===== config.mk =====
export PLATFORM = sky130hd
export DESIGN_NAME = fdt_tone_mode_control
export DESIGN_NICKNAME = d
export VERILOG_FILES = /design/src/common/fdt_pkg.sv /design/src/logic/fdt_tone_mode_control.sv /design/src/logic/fdt_detector.sv
export VERILOG_INCLUDE_DIRS = /design/src /design/src/common
export SDC_FILE = /design/constraint.sdc
export NUM_CORES = 1
export LEC_CHECK = 0
export BUFFER_PORTS_ARGS = -buffer_cell sky130_fd_sc_hd__clkbuf_2
export CORE_UTILIZATION = 48
export CTS_CLUSTER_SIZE = 28
export DETAILED_ROUTE_END_ITERATION = 10
export PLACE_DENSITY = 0.76
export SLEW_MARGIN = 30
export SYNTH_ARGS = -nofsm -noshare
export SYNTH_HDL_FRONTEND = slang
export SYNTH_SLANG_ARGS = --single-unit

===== constraint.sdc =====
create_clock -name sys_clk -period 2.23 [get_ports sys_clk]
set_input_delay 0.3345 -clock sys_clk [delete_from_list [all_inputs] [get_ports sys_clk]]
set_output_delay 0.3345 -clock sys_clk [all_outputs]
set_load 0.005 [all_outputs]

===== src/common/fdt_params.svh =====
// Constants for the FSK/DTMF tone and mode control block.
// How it works
// - Detector mode from tone bit0, mode bits5:4.
// - 2100 Hz mode flags qualified 2100 Hz tone.
// - Tone bit0 clear compares level against threshold.
// - Flag after qualifying time, amplitude/time hysteresis.
// - FSK with mode bit1 clear: modulator idles mid-supply.
// - V.23 selects 450/390 or 2100/1300 Hz.
// - Bell 202 selects 487/387 or 2200/1200 Hz.
// - DTMF mode: tone bit6 gates modulator output.
// - DTMF nibbles 1-9 map to keypad pairs.
// - DTMF nibbles A-F and 0 map remaining pairs.
// - Single-tone mode maps nibble to one tone.
// - Mode bit2 raises transmit level 3 dB.
// - Demodulator enabled when mode bits 1,5 set.
`ifndef FDT_PARAMS_SVH
`define FDT_PARAMS_SVH
`define FDT_CLK_HZ 100000000
`define FDT_TONE_DET_EN 0
`define FDT_TONE_SINGLE 4
`define FDT_TONE_OUT_EN 6
`define FDT_TONE_DTMF 7
`define FDT_MODE_FAST 0
`define FDT_MODE_TX_EN 1
`define FDT_MODE_HI_LVL 2
`define FDT_MODE_RX_B4 4
`define FDT_MODE_RX_B5 5
`define FDT_SETUP_BELL 7
`define FDT_LVL_W 12
`define FDT_LVL_HYST 12'h040
`define FDT_ON_TIME_US 25000
`define FDT_OFF_TIME_US 15000
`define FDT_ON_CYC (`FDT_ON_TIME_US * (`FDT_CLK_HZ / 1000000))
`define FDT_OFF_CYC (`FDT_OFF_TIME_US * (`FDT_CLK_HZ / 1000000))
`define FDT_F2100_LO 16'h081F
`define FDT_F2100_HI 16'h0849
`endif


===== src/common/fdt_pkg.sv =====
// Types for the FSK/DTMF tone and mode control block.
package fdt_pkg;
  typedef enum logic [1:0] {
    FDT_DET_CALL = 2'b00,
    FDT_DET_LOW = 2'b01,
    FDT_DET_FAST = 2'b11,
    FDT_DET_2100 = 2'b10
  } fdt_det_e;
  typedef enum logic [1:0] {
    FDT_EN_OFF = 2'b00,
    FDT_EN_QUAL = 2'b01,
    FDT_EN_ON = 2'b11,
    FDT_EN_DROP = 2'b10
  } fdt_en_e;
  typedef struct packed {
    logic [10:0] low_hz;
    logic [10:0] high_hz;
  } fdt_pair_s;
  typedef struct packed {
    logic active;
    logic [10:0] space_hz;
    logic [10:0] mark_hz;
    logic [10:0] tone_a_hz;
    logic [10:0] tone_b_hz;
    logic high_level;
    logic is_dtmf;
  } fdt_tx_s;
endpackage


===== src/logic/fdt_tone_mode_control.sv =====
// Top of the FSK/DTMF tone and mode control block.
`timescale 1ns/100ps
`default_nettype none
`include "fdt_params.svh"
module fdt_tone_mode_control #(
  parameter int unsigned ON_CYC = `FDT_ON_CYC,
  parameter int unsigned OFF_CYC = `FDT_OFF_CYC
) (
  input wire logic sys_clk,
  input wire logic reset_n,
  input wire logic [7:0] tx_tones,
  input wire logic [7:0] modem_mode_control,
  input wire logic [7:0] setup,
  input wire logic [3:0] tx_nibble,
  input wire logic tx_bit,
  input wire logic [`FDT_LVL_W-1:0] rx_level,
  input wire logic [`FDT_LVL_W-1:0] threshold,
  input wire logic [15:0] rx_freq_hz,
  output var fdt_pkg::fdt_det_e det_mode,
  output logic detect_flag,
  output logic demod_enable,
  output logic mod_active,
  output logic [10:0] tone_a_hz,
  output logic [10:0] tone_b_hz,
  output logic level_high,
  output logic dtmf_selected
);
  fdt_pkg::fdt_det_e next_det_mode;
  fdt_pkg::fdt_tx_s tx, next_tx;
  logic next_demod;

  // Keypad pair lookup, shared by pair and single-tone paths.
  function automatic fdt_pkg::fdt_pair_s dtmf_pair(input logic [3:0] code);
    fdt_pkg::fdt_pair_s p;
    p = '{low_hz: 11'h3AD, high_hz: 11'h661};
    unique case (code)
      4'h0: p = '{low_hz: 11'h3AD, high_hz: 11'h661};
      4'h1: p = '{low_hz: 11'h2B9, high_hz: 11'h4B9};
      4'h2: p = '{low_hz: 11'h2B9, high_hz: 11'h538};
      4'h3: p = '{low_hz: 11'h2B9, high_hz: 11'h5C5};
      4'h4: p = '{low_hz: 11'h302, high_hz: 11'h4B9};
      4'h5: p = '{low_hz: 11'h302, high_hz: 11'h538};
      4'h6: p = '{low_hz: 11'h302, high_hz: 11'h5C5};
      4'h7: p = '{low_hz: 11'h354, high_hz: 11'h4B9};
      4'h8: p = '{low_hz: 11'h354, high_hz: 11'h538};
      4'h9: p = '{low_hz: 11'h354, high_hz: 11'h5C5};
      4'hA: p = '{low_hz: 11'h3AD, high_hz: 11'h538};
      4'hB: p = '{low_hz: 11'h3AD, high_hz: 11'h4B9};
      4'hC: p = '{low_hz: 11'h3AD, high_hz: 11'h5C5};
      4'hD: p = '{low_hz: 11'h2B9, high_hz: 11'h661};
      4'hE: p = '{low_hz: 11'h302, high_hz: 11'h661};
      4'hF: p = '{low_hz: 11'h354, high_hz: 11'h661};
    endcase
    return p;
  endfunction

  // Single tone: the upper tone for digits 0..7, the lower tone from 8 up.
  function automatic logic [10:0] single_tone(input logic [3:0] code);
    fdt_pkg::fdt_pair_s p;
    p = dtmf_pair(code);
    return (code[3] && code != 4'h0) ? p.low_hz : p.high_hz;
  endfunction

  always_comb begin
    fdt_pkg::fdt_pair_s pair;
    logic fast;
    pair = dtmf_pair(tx_nibble);
    fast = modem_mode_control[`FDT_MODE_FAST];
    // Detector mode; the undocumented 1/x0 combinations fall back to call progress.
    unique case ({tx_tones[`FDT_TONE_DET_EN], modem_mode_control[`FDT_MODE_RX_B5],
                  modem_mode_control[`FDT_MODE_RX_B4]})
      3'b010: next_det_mode = fdt_pkg::FDT_DET_LOW;
      3'b011: next_det_mode = fdt_pkg::FDT_DET_FAST;
      3'b111: next_det_mode = fdt_pkg::FDT_DET_2100;
      default: next_det_mode = fdt_pkg::FDT_DET_CALL;
    endcase
    next_demod = modem_mode_control[`FDT_MODE_TX_EN] && modem_mode_control[`FDT_MODE_RX_B5];
    next_tx = '0;
    next_tx.high_level = modem_mode_control[`FDT_MODE_HI_LVL];
    next_tx.is_dtmf = tx_tones[`FDT_TONE_DTMF];
    if (setup[`FDT_SETUP_BELL]) begin
      next_tx.space_hz = fast ? 11'h898 : 11'h1E7;
      next_tx.mark_hz = fast ? 11'h4B0 : 11'h183;
    end else begin
      next_tx.space_hz = fast ? 11'h834 : 11'h1C2;
      next_tx.mark_hz = fast ? 11'h514 : 11'h186;
    end
    if (tx_tones[`FDT_TONE_DTMF]) begin
      next_tx.active = tx_tones[`FDT_TONE_OUT_EN];
      if (tx_tones[`FDT_TONE_SINGLE]) begin
        next_tx.tone_a_hz = single_tone(tx_nibble);
        next_tx.tone_b_hz = 11'h000;
      end else begin
        next_tx.tone_a_hz = pair.low_hz;
        next_tx.tone_b_hz = pair.high_hz;
      end
    end else begin
      // Mode bit 1 low idles the modulator at mid-supply whatever bit 0 is.
      next_tx.active = modem_mode_control[`FDT_MODE_TX_EN];
      next_tx.tone_a_hz = tx_bit ? next_tx.mark_hz : next_tx.space_hz;
      next_tx.tone_b_hz = 11'h000;
    end
    if (!next_tx.active) begin
      next_tx.tone_a_hz = 11'h000;
      next_tx.tone_b_hz = 11'h000;
    end
  end

  always_ff @(posedge sys_clk or negedge reset_n) begin
    if (!reset_n) begin
      det_mode <= fdt_pkg::FDT_DET_CALL;
      demod_enable <= 1'b0;
      tx <= '0;
    end else begin
      det_mode <= next_det_mode;
      demod_enable <= next_demod;
      tx <= next_tx;
    end
  end

  always_comb begin
    mod_active = tx.active;
    tone_a_hz = tx.tone_a_hz;
    tone_b_hz = tx.tone_b_hz;
    level_high = tx.high_level;
    dtmf_selected = tx.is_dtmf;
  end

  fdt_detector #(
    .ON_CYC(ON_CYC),
    .OFF_CYC(OFF_CYC)
  ) u_detector (
    .sys_clk(sys_clk),
    .reset_n(reset_n),
    .det_mode(det_mode),
    .rx_level(rx_level),
    .threshold(threshold),
    .rx_freq_hz(rx_freq_hz),
    .detect(detect_flag)
  );
endmodule
`default_nettype wire


===== src/logic/fdt_detector.sv =====
// Energy and 2100 Hz detector qualifier with amplitude and time hysteresis.
`timescale 1ns/100ps
`default_nettype none
`include "fdt_params.svh"
module fdt_detector #(
  parameter int unsigned ON_CYC = `FDT_ON_CYC,
  parameter int unsigned OFF_CYC = `FDT_OFF_CYC
) (
  input wire logic sys_clk,
  input wire logic reset_n,
  input wire fdt_pkg::fdt_det_e det_mode,
  input wire logic [`FDT_LVL_W-1:0] rx_level,
  input wire logic [`FDT_LVL_W-1:0] threshold,
  input wire logic [15:0] rx_freq_hz,
  output logic detect
);
  fdt_pkg::fdt_en_e state, next_state;
  logic [31:0] count, next_count;
  logic above, below, in_band;
  logic next_detect;
  logic [`FDT_LVL_W:0] thr_lo;

  always_comb begin
    thr_lo = {1'b0, threshold} - {1'b0, `FDT_LVL_HYST};
    in_band = (rx_freq_hz >= `FDT_F2100_LO) && (rx_freq_hz <= `FDT_F2100_HI);
    // Level comparison against threshold; 2100 mode also requires frequency.
    above = (rx_level > threshold) && (det_mode != fdt_pkg::FDT_DET_2100 || in_band);
    // Lower release threshold gives amplitude hysteresis.
    below = thr_lo[`FDT_LVL_W] || ({1'b0, rx_level} < thr_lo)
            || (det_mode == fdt_pkg::FDT_DET_2100 && !in_band);
    next_state = state;
    next_count = 32'h0;
    unique case (state)
      fdt_pkg::FDT_EN_OFF: begin
        if (above) next_state = fdt_pkg::FDT_EN_QUAL;
      end
      fdt_pkg::FDT_EN_QUAL: begin
        // Signal must persist for the on time before the flag rises.
        if (!above) begin
          next_state = fdt_pkg::FDT_EN_OFF;
        end else if (count >= ON_CYC - 1) begin
          next_state = fdt_pkg::FDT_EN_ON;
        end else begin
          next_count = count + 32'h1;
        end
      end
      fdt_pkg::FDT_EN_ON: begin
        if (below) next_state = fdt_pkg::FDT_EN_DROP;
      end
      fdt_pkg::FDT_EN_DROP: begin
        // Short dropouts are bridged so the flag does not chatter.
        if (!below) begin
          next_state = fdt_pkg::FDT_EN_ON;
        end else if (count >= OFF_CYC - 1) begin
          next_state = fdt_pkg::FDT_EN_OFF;
        end else begin
          next_count = count + 32'h1;
        end
      end
    endcase
    next_detect = (next_state == fdt_pkg::FDT_EN_ON) || (next_state == fdt_pkg::FDT_EN_DROP);
  end

  always_ff @(posedge sys_clk or negedge reset_n) begin
    if (!reset_n) begin
      state <= fdt_pkg::FDT_EN_OFF;
      count <= 32'h0;
      detect <= 1'b0;
    end else begin
      state <= next_state;
      count <= next_count;
      detect <= next_detect;
    end
  end
endmodule
`default_nettype wire


Word-level counts from Yosys, hierarchy flattened:

Memory sizes are Yosys's and may differ from the RTL's.
Cells that the tools add are included.

* bits in latches: 0
* bits in read-only memories: 576
* word-level logic and storage cells: 66
* memories kept: 2
* input bits: 71
* register bits after elaboration: 63
* memory bits (writable): 0
* output and inout port bits: 29

Memories
* (name not given): words 16, bits a word 18, read ports 1, clocked after Yosys merged registers in 0, write ports 0, RTL line fdt_tone_mode_control.sv:36 `unique case (code)`
* (name not given): words 16, bits a word 18, read ports 1, clocked after Yosys merged registers in 0, write ports 0, RTL line fdt_tone_mode_control.sv:36

* reductions and logical operators: 12
* shift operators: 0
* bitwise logic cells: 0
* equality and inequality tests: 10
* multiply operators: 0
* order comparisons: 6
* $add $sub $neg: 2
* multiplexer cells: 24
* div/mod/pow operators: 0

Operators by type and width (count)
* 32-bit two-way mux: 4
* 22-bit two-way mux: 3
* 32-bit case mux with 2 select lines: 1
* 11-bit two-way mux: 4
* 32-bit by 1-bit adder with 32-bit output (second input constant): 1
* 32-bit by 21-bit greater-or-equal comparator with 1-bit output (second input constant): 1
* 32-bit by 22-bit greater-or-equal comparator with 1-bit output (second input constant): 1
* 20-bit two-way mux: 1
* 9-bit two-way mux: 2
* 16-bit by 12-bit greater-or-equal comparator with 1-bit output (second input constant): 1
* 16-bit by 12-bit less-or-equal comparator with 1-bit output (second input constant): 1
* 12-bit by 13-bit less-than comparator with 1-bit output: 1
* 12-bit by 7-bit subtractor with 13-bit output (second input constant): 1
* 12-bit greater-than comparator: 1
* 2-bit two-way mux: 6
* 2-bit equality test (second input constant): 5
* 2-bit case mux with 4 select lines: 1
* 3-bit by 2-bit equality test with 1-bit output (second input constant): 2
* 2-bit case mux with 3 select lines: 1
* 1-bit logical AND: 5
* 1-bit logical OR: 4
* 4-bit nonzero test: 1
* 3-bit equality test (second input constant): 1
* 2-bit by 1-bit equality test with 1-bit output (second input constant): 1
* other kinds (4): 4

Depth between registers and ports, before layout:

Gate-level depths: netlist of the first run.

* word-level depth: 9
* gate-level depth with buffers: 12
* depth with buffers taken out: 11

Hierarchy:

From an unflattened synthesis of the first run, not the netlist that was laid out.

* cell total of the unflattened synthesis: 404
* area total of the unflattened synthesis: 3777.4 µm²

By module, submodules not included
* fdt_detector: area an instance 2296.0 µm², cells an instance 247, instances 1, sequential area each 875.8 µm²
* fdt_tone_mode_control: area an instance 1481.4 µm², cells an instance 157, instances 1, sequential area each 650.6 µm²

Worst setup path after synthesis of the first run:

Ideal clock, no wire load.

* path kind: input to register
* from: input port threshold[6]
* to: register u_detector.detect
* stages: 11
* data arrival time: 2.487 ns
* slack: -0.383 ns
* buffers on the path: 0
* required time: 2.104 ns
* library setup time: 0.126 ns
* cell sequence: inv_1 > ha_1 > nand3_1 > xnor2_1 > ha_1 > a2111oi_0 > o21ai_1 > a221oi_1 > nor4b_1 > o41a_1 > o311a_1

* cells in the longest elaborated chain, start to end: 8
* elaborated cells between the ends (all ways): 14
* classes of those cells: 1 x add/sub; 2 x order compare; 2 x eq/ne; 5 x mux; 4 x reduce/logical

RTL lines
* start: declaration: RTL line fdt_tone_mode_control.sv:17 `` input wire logic [`FDT_LVL_W-1:0] threshold, ``
* 12-bit by 7-bit subtractor with 13-bit output: RTL line fdt_detector.sv:24 `` thr_lo = {1'b0, threshold} - {1'b0, `FDT_LVL_HYST}; ``
* 12-bit by 13-bit less-than comparator with 1-bit output: RTL line fdt_detector.sv:29 `` below = thr_lo[`FDT_LVL_W] || ({1'b0, rx_level} < thr_lo) ``
* 1-bit logical OR (2 in series): RTL line fdt_detector.sv:29
* 2-bit two-way mux (on tied branches): RTL line fdt_detector.sv:52, fdt_detector.sv:48
* 2-bit case mux with 4 select lines *: RTL line fdt_detector.sv:33 `unique case (state)`
* 2-bit equality test: RTL line fdt_detector.sv:61 `next_detect = (next_state == fdt_pkg::FDT_EN_ON) || (next_state == fdt_pkg::FDT_EN_DROP);`
* 1-bit logical OR *: RTL line fdt_detector.sv:61
* net u_detector.next_detect: RTL line fdt_detector.sv:20 `logic next_detect;`
* end signal: assignment: RTL line fdt_detector.sv:72 `detect <= next_detect;`
* end: declaration: RTL line fdt_detector.sv:15 `output logic detect`

Mark *: on every way through the listed nets, which the timed path passes. The rest lies on a longest branch.

Worst setup path after layout of the first run:

* from: register u_detector.count[11]
* to: register u_detector.state[1]

* cells in the longest elaborated chain, start to end: 4
* elaborated cells between the ends (all ways): 7
* classes of those cells: 2 x order compare; 5 x mux

RTL lines
* start: declaration: RTL line fdt_detector.sv:18 `logic [31:0] count, next_count;`
* start signal: assignment: RTL line fdt_detector.sv:71 `count <= next_count;`
* 32-bit by 21-bit greater-or-equal comparator with 1-bit output / 32-bit by 22-bit greater-or-equal comparator with 1-bit output (equally long branches): RTL line fdt_detector.sv:54, fdt_detector.sv:41
* 2-bit two-way mux (on tied branches): RTL line fdt_detector.sv:54, fdt_detector.sv:41
* 2-bit two-way mux (on tied branches): RTL line fdt_detector.sv:52, fdt_detector.sv:39
* 2-bit case mux with 4 select lines *: RTL line fdt_detector.sv:33
* net u_detector.next_state[1]: RTL line fdt_detector.sv:17 `fdt_pkg::fdt_en_e state, next_state;`
* end signal: assignment: RTL line fdt_detector.sv:66 `state <= fdt_pkg::FDT_EN_OFF;`
* end signal: assignment: RTL line fdt_detector.sv:70 `state <= next_state;`
* end: declaration: RTL line fdt_detector.sv:17

Marks and branches as above.

==> results of run 1 <==
worst reg2reg max path, cell delays in order, from the launching register on:
cell	delay [ps]
dfrtp_1	390
or4_4	540
a21oi_2	130
o21ai_2	70
a221o_1	400
nor4b_4	160
o41a_1	390
o311a_1	140
state kept, by name, summed over array words and instances (netlist names):
signal / flops
demod_enable: 1
det_mode: 2
dtmf_selected: 1
level_high: 1
mod_active: 1
tone_a_hz: 11
tone_b_hz: 9
u_detector.count: 32
u_detector.detect: 1
u_detector.state: 2
cell usage after synthesis, drive strengths merged, types with 2 or more instances:
cell / count
dfrtp: 61
nor2: 50
ha: 34
nand2: 34
inv: 30
a21oi: 23
nand3: 18
o21ai: 18
xor2: 14
nor3: 11
xnor2: 10
a211oi: 9
nand4: 6
and3: 5
buf: 5
clkbuf: 5
nor2b: 5
nor4: 5
and2: 3
and4: 3
nor4b: 3
o21a: 3
o31ai: 3
a2111oi: 2
a311oi: 2
a31oi: 2
a41oi: 2
mux2i: 2
nand2b: 2
o211ai: 2
o22ai: 2
o311a: 2
o311ai: 2
o31a: 2
or3: 2
power breakdown:
group          internal [mW]  switching (mW)  total, mW
registers               1.15          0.0239       1.18
logic                  0.240           0.309      0.548
clock network          0.566           0.404      0.970
total                   1.96           0.737       2.70
layer usage:
layer	global-route usage	share of wire	vias up
met5	0	0	-
met4	0.08333	0.015	0
met3	0.05219	0.038	12
met2	0.3899	0.52	75
met1	0.2600	0.43	1583
li1	-	-	1652
cells in the final DEF (no fill, tap or decap), drive strengths merged, types with 5 or more instances in the layout:
| cell type | instances |
|---|---|
| nor2b | 5 |
| o21ai | 18 |
| nand4 | 6 |
| buf | 27 |
| nor4 | 5 |
| a211oi | 9 |
| xnor2 | 10 |
| nor2 | 50 |
| xor2 | 14 |
| conb | 11 |
| nand3 | 18 |
| clkbuf | 95 |
| nand2 | 34 |
| a21oi | 23 |
| ha | 34 |
| nor3 | 11 |
| inv | 30 |
| and3 | 5 |
| dfrtp | 61 |
kinds of logic after synthesis:
group / Yosys count / synth area share
simple gates: 153 / 0.2188
compound gates: 83 / 0.1486
flops: 61 / 0.4075
buf+inv: 40 / 0.04609
fa+ha+maj: 34 / 0.1136
xor+xnor: 24 / 0.05611
mux: 3 / 0.008350
other cells: 1 / 0.001001
what timing repair did:
item / in CTS / in global routing
cloned: 0 / 0
buffers inserted: 2 / 1
endpoints found under the setup margin: 25 / 25
gates resized for setup: 6 / 9
pin swaps: 2 / 3
final cells by class:
cell class | count | area, um^2 | share of cell area
tap | 99 | 123.9 | 0.02581
inverter | 30 | 132.6 | 0.02763
multi-input combinational | 308 | 2180 | 0.4541
clock buffer | 11 | 151.4 | 0.03154
clock inverter | 4 | 47.55 | 0.009906
sequential | 61 | 1526 | 0.3180
timing repair buffer | 111 | 638.1 | 0.1330
final timing paths:
path	to	slack (ps)	cells after the start
hold / removal	level_high	110	1
setup reg to reg	u_detector.state[1]	-110	7
max in group asynchronous	tone_a_hz[4]	1590	2
min in group asynchronous	u_detector.count[2]	140	2
hold reg to reg	u_detector.count[0]	540	2
setup / recovery	u_detector.state[1]	-110	7
metrics by stage:
stage,TNS (ps),power [mW]
after global placement,-10250,1.700
after floorplan,-1385,1.498
after detailed placement,-11100,1.713
final,-1444,2.697
after global routing,-3859,2.838
after CTS,-167.3,2.701
==> run_results.csv, run 1 <==
group,metric,value,unit
outcome,status,"complete, but fails checks",
outcome,violations,"setup timing",
route,drt_pass1_iterations,4,
route,ant_nets,0,
route,drc,0,
global_route,antenna_found_initial,0,
hold_path,min-delay-start,"modem_mode_control[2]",
setup_path,path_cells,"or4_4, a21oi_2, o21ai_2, a221o_1, nor4b_4, o41a_1, o311a_1",
global_route,grt_pass1_wl,14.59,mm
cts,cts_tree,"yes",
setup_path,arrival,2560,ps
setup_path,max_stage_delay,540,ps
synthesis,synth_edf_count,0,
sta,fin_hold_ws,105.7,ps
floorplan,ios,100,
layout,fillCellCount,611,
sta,fin_crit_sh,1.050,
route,vias,3322,
setup_path,worst-path-buf-inv,0,
setup_path,worstSetupStartpointType,"flop",
global_route,grt_use_total,0.2210,
route,via_per_inst,5.324,
global_route,grt-ovfl-total,0,
synthesis,async_flop_share,1.000,
place,preCtsSetupSlack,-521.9,ps
setup_path,r2r-start,"u_detector.count[11]",
setup_path,critical_path_class,"reg2reg",
cts,clockBufferDepth,2,
floorplan,die_area,0.008161,mm^2
global_route,grt_pass1_vias,3338,
synthesis,netlist_instances,399,
synthesis,syn_area_per_cell,9.389,um^2
cts,insertion_delay,330,ps
cts,cts.root.buffer_cell,"clkbuf_8",
sta,hold_viol,0,
sta,rsz0062_at_grt,"true",
synthesis,synth_ff_type,"dfrtp_1",
floorplan,fp.dieW,90.34,um
sta,slew_viol_final,0,
route,drt_iter0_markers,115,
sta,max_freq,427.2,MHz
sta,setup_violations,25,
place,dpl.hpwl,6.254,mm
sta,slew_headroom,0.5018,
place,io_buffer_count,84,
place,place_area,0.004511,mm^2
floorplan,fp.coreArea,0.007408,mm^2
synthesis,synth_area_leader_cell,"dfrtp_1",
sta,skew,5.756,ps
route,wl_per_cell,13.37,um
cts,cts_made_buffers,9,
cts,h-tree-depth,3,
synthesis,ys_seq_elements,61,
layout,layout.cells.non_filler,624,
flow_run,drv_cap,0,
power,ir_drop,0.4644,mV
synthesis,synth_top_area_frac,0.4075,
place,dp_cells,606,
hold_path,min_path_type,"in2reg",
synthesis,yosysSeqAreaShare,0.4075,
route,wl,8.345,mm
layout,design_area,0.004800,mm^2
place,gpl.final_weighted_congestion,0.8918,
power,power_density,561.8,mW/mm^2
sta,setup_ws,-110.7,ps
setup_path,crit_start,"u_detector.count[11]",
synthesis,yosysWarnings,0,
floorplan,die_y,90.34,um
layout,final_util,0.6479,
setup_path,cp_max_fo,2,
cts,holdBufCountCts,0,
synthesis,synth_area,0.003746,mm^2
setup_path,crit_path_end_kind,"flop",
layout,drive_above_1_share,0.3257,
layout,diodes,0,
sta,fin_crit,2341,ps
synthesis,synth.area.top_cells,"dfrtp_1, ha_1, nand2_1, xor2_1, nor2_2",
layout,fin_nets,626,
global_route,grt_max_degree,62,
floorplan,rows,31,
floorplan,initial_utilization,0.5057,
sta,tightest_slew,747.3,ps
setup_path,path_delay_family,"compound AO/OA/AOI/OAI gates",
layout,syn_to_final_growth,28.12,%
synthesis,synth_cell_types,62,
cts,cts_num_sinks,61,
power,p_leak,2.332,nW
cts,path_clk_slew,70,ps
setup_path,worstPathRequired,2450,ps
setup_path,slowest_stage,"or4_4",
Note: power is estimated with default switching activity, not from simulation.
==> inputs of run 2 (changes only) <==
--- a/config.mk
+++ b/config.mk
@@ -7,6 +7,7 @@
 export NUM_CORES = 1
 export LEC_CHECK = 0
 export BUFFER_PORTS_ARGS = -buffer_cell sky130_fd_sc_hd__clkbuf_2
+export CORE_MARGIN = 3
 export CORE_UTILIZATION = 48
 export CTS_CLUSTER_SIZE = 28
 export DETAILED_ROUTE_END_ITERATION = 10
==> run_results.csv, run 2 (synthesis results as in run 1) <==
group,metric,value,unit
place,dpl.hpwl,6.391,mm
floorplan,fp.dieW,94.34,um
route,drc,0,
layout,layout.cells.non_filler,634,
place,io_buffer_count,84,
sta,max_freq,427.3,MHz
setup_path,path_cells,"or4_4, a21oi_2, o21ai_1, a221o_1, nor4b_4, o41a_1, o311a_1",
setup_path,max_stage_delay,530,ps
setup_path,worstPathRequired,2450,ps
route,wl,9.382,mm
power,ir_drop,0.4171,mV
power,power_density,536.8,mW/mm^2
layout,design_area,0.005075,mm^2
global_route,grt_use_total,0.2165,
setup_path,arrival,2560,ps
cts,holdBufCountCts,0,
route,ant_nets,0,
layout,fillCellCount,565,
sta,tightest_slew,740.6,ps
global_route,use_met1,0.2453,
layout,drive_above_1_share,0.3421,
global_route,antenna_found_initial,0,
layout,final_cell_mix,"clkbuf_2, dfrtp_1, nand2_1",
floorplan,die_area,0.008900,mm^2
sta,setup_ws,-110.4,ps
setup_path,slowest_stage,"or4_4",
global_route,grt-ovfl-total,0,
floorplan,initial_utilization,0.5057,
layout,fin_nets,635,
route,drt_iter0_markers,252,
outcome,violations,"setup timing",
route,drt_pass1_iterations,4,
setup_path,crit_path_end_kind,"flop",
power,total_power,2.724,mW
cts,h-tree-depth,3,
sta,fin_crit_sh,1.050,
place,preCtsSetupSlack,-537.0,ps
global_route,grt_max_degree,62,
global_route,grtUsageMet3,0.04940,
place,place_area,0.004526,mm^2
floorplan,rows,31,
sta,hold_viol,0,
setup_path,worstSetupStartpointType,"flop",
cts,insertion_delay,340,ps
global_route,use_met2,0.3983,
cts,cts_num_sinks,61,
global_route,grt_pass1_vias,3449,
power,p_leak,2.409,nW
cts,clockBufferDepth,2,
global_route,grt_pass1_wl,15.28,mm
layout,diodes,0,
cts,path_clk_slew,70,ps
sta,skew,8.544,ps
route,wl_per_cell,14.80,um
hold_path,min_path_type,"in2reg",
outcome,status,"complete, but fails checks",
cts,cts.root.buffer_cell,"clkbuf_8",
sta,slew_viol_final,0,
route,via_per_inst,5.435,
floorplan,die_y,94.34,um
sta,setup_violations,24,
floorplan,fp.coreArea,0.007408,mm^2
global_route,globalRoute.busiestLayer,"met2",
layout,top_register,"u_detector.count",
layout,syn_to_final_growth,35.47,%
route,vias,3446,
place,gpl.final_weighted_congestion,0.8455,
place,dp_cells,608,
flow_run,drv_cap,0,
sta,rsz0062_at_grt,"true",
sta,fin_hold_ws,94.18,ps
layout,final_common_cell,"clkbuf_2",
setup_path,cp_max_fo,2,
setup_path,critical_path_class,"reg2reg",
layout,largest_reg_flops,32,
cts,cts_made_buffers,9,
sta,fin_crit,2340,ps
sta,slew_headroom,0.5062,
floorplan,ios,100,
cts,cts_tree,"yes",
-- run 2: timing repair --
item | 4_1_cts | 5_1_grt
cloned | 3 | 0
setup endpoints to repair | 24 | 25
gates resized for setup | 21 | 27
pin swaps | 3 | 5
setup buffers | 5 | 3
-- run 2: path summary, 6_finish.rpt --
check,from,end,slack (ps),cells after the start
max reg2reg,u_detector.count[14],u_detector.detect,-110,7
max,u_detector.count[14],u_detector.detect,-110,7
min in group asynchronous,reset_n,u_detector.count[15],140,2
max in group asynchronous,reset_n,u_detector.state[0],1600,2
min reg2reg,u_detector.count[0],u_detector.count[0],600,2
min,modem_mode_control[2],level_high,90,1
-- run 2: area by class of cell --
class / instances / area [um^2] / area share
Clock inverter: 7 / 76.32 / 0.01504
Multi-Input combinational cell: 308 / 2292 / 0.4517
Inverter: 30 / 132.6 / 0.02613
Sequential cell: 61 / 1526 / 0.3008
Tap cell: 99 / 123.9 / 0.02441
Timing Repair Buffer: 120 / 799.5 / 0.1575
Clock buffer: 9 / 123.9 / 0.02441
-- run 2: worst max-delay path, delay by kind of cell (launching register included) --
family | cells | cell delay, ps
AOI/OAI and AO/OA | 5 | 1150
DFF | 1 | 380
and+or+nand+nor | 2 | 690
-- run 2: power breakdown --
part,switching (mW),internal (mW),total (mW)
registers,0.0269,1.15,1.18
clock network,0.454,0.518,0.972
logic,0.318,0.254,0.572
total,0.799,1.93,2.72
-- run 2: metal layers --
layer  up-vias  share of wire
met3        19          0.044
li1       1675              -
met1      1663           0.40
met2        89           0.54
met5         -              0
met4         0          0.016
-- run 2: stage by stage --
step / TNS (ps) / util
floorplan: -1385 / -
global placement: -10280 / 0.6109
detailed placement: -11590 / 0.6109
CTS: -1717 / 0.6646
global route: -5537 / 0.6850
finish: -1827 / 0.6850
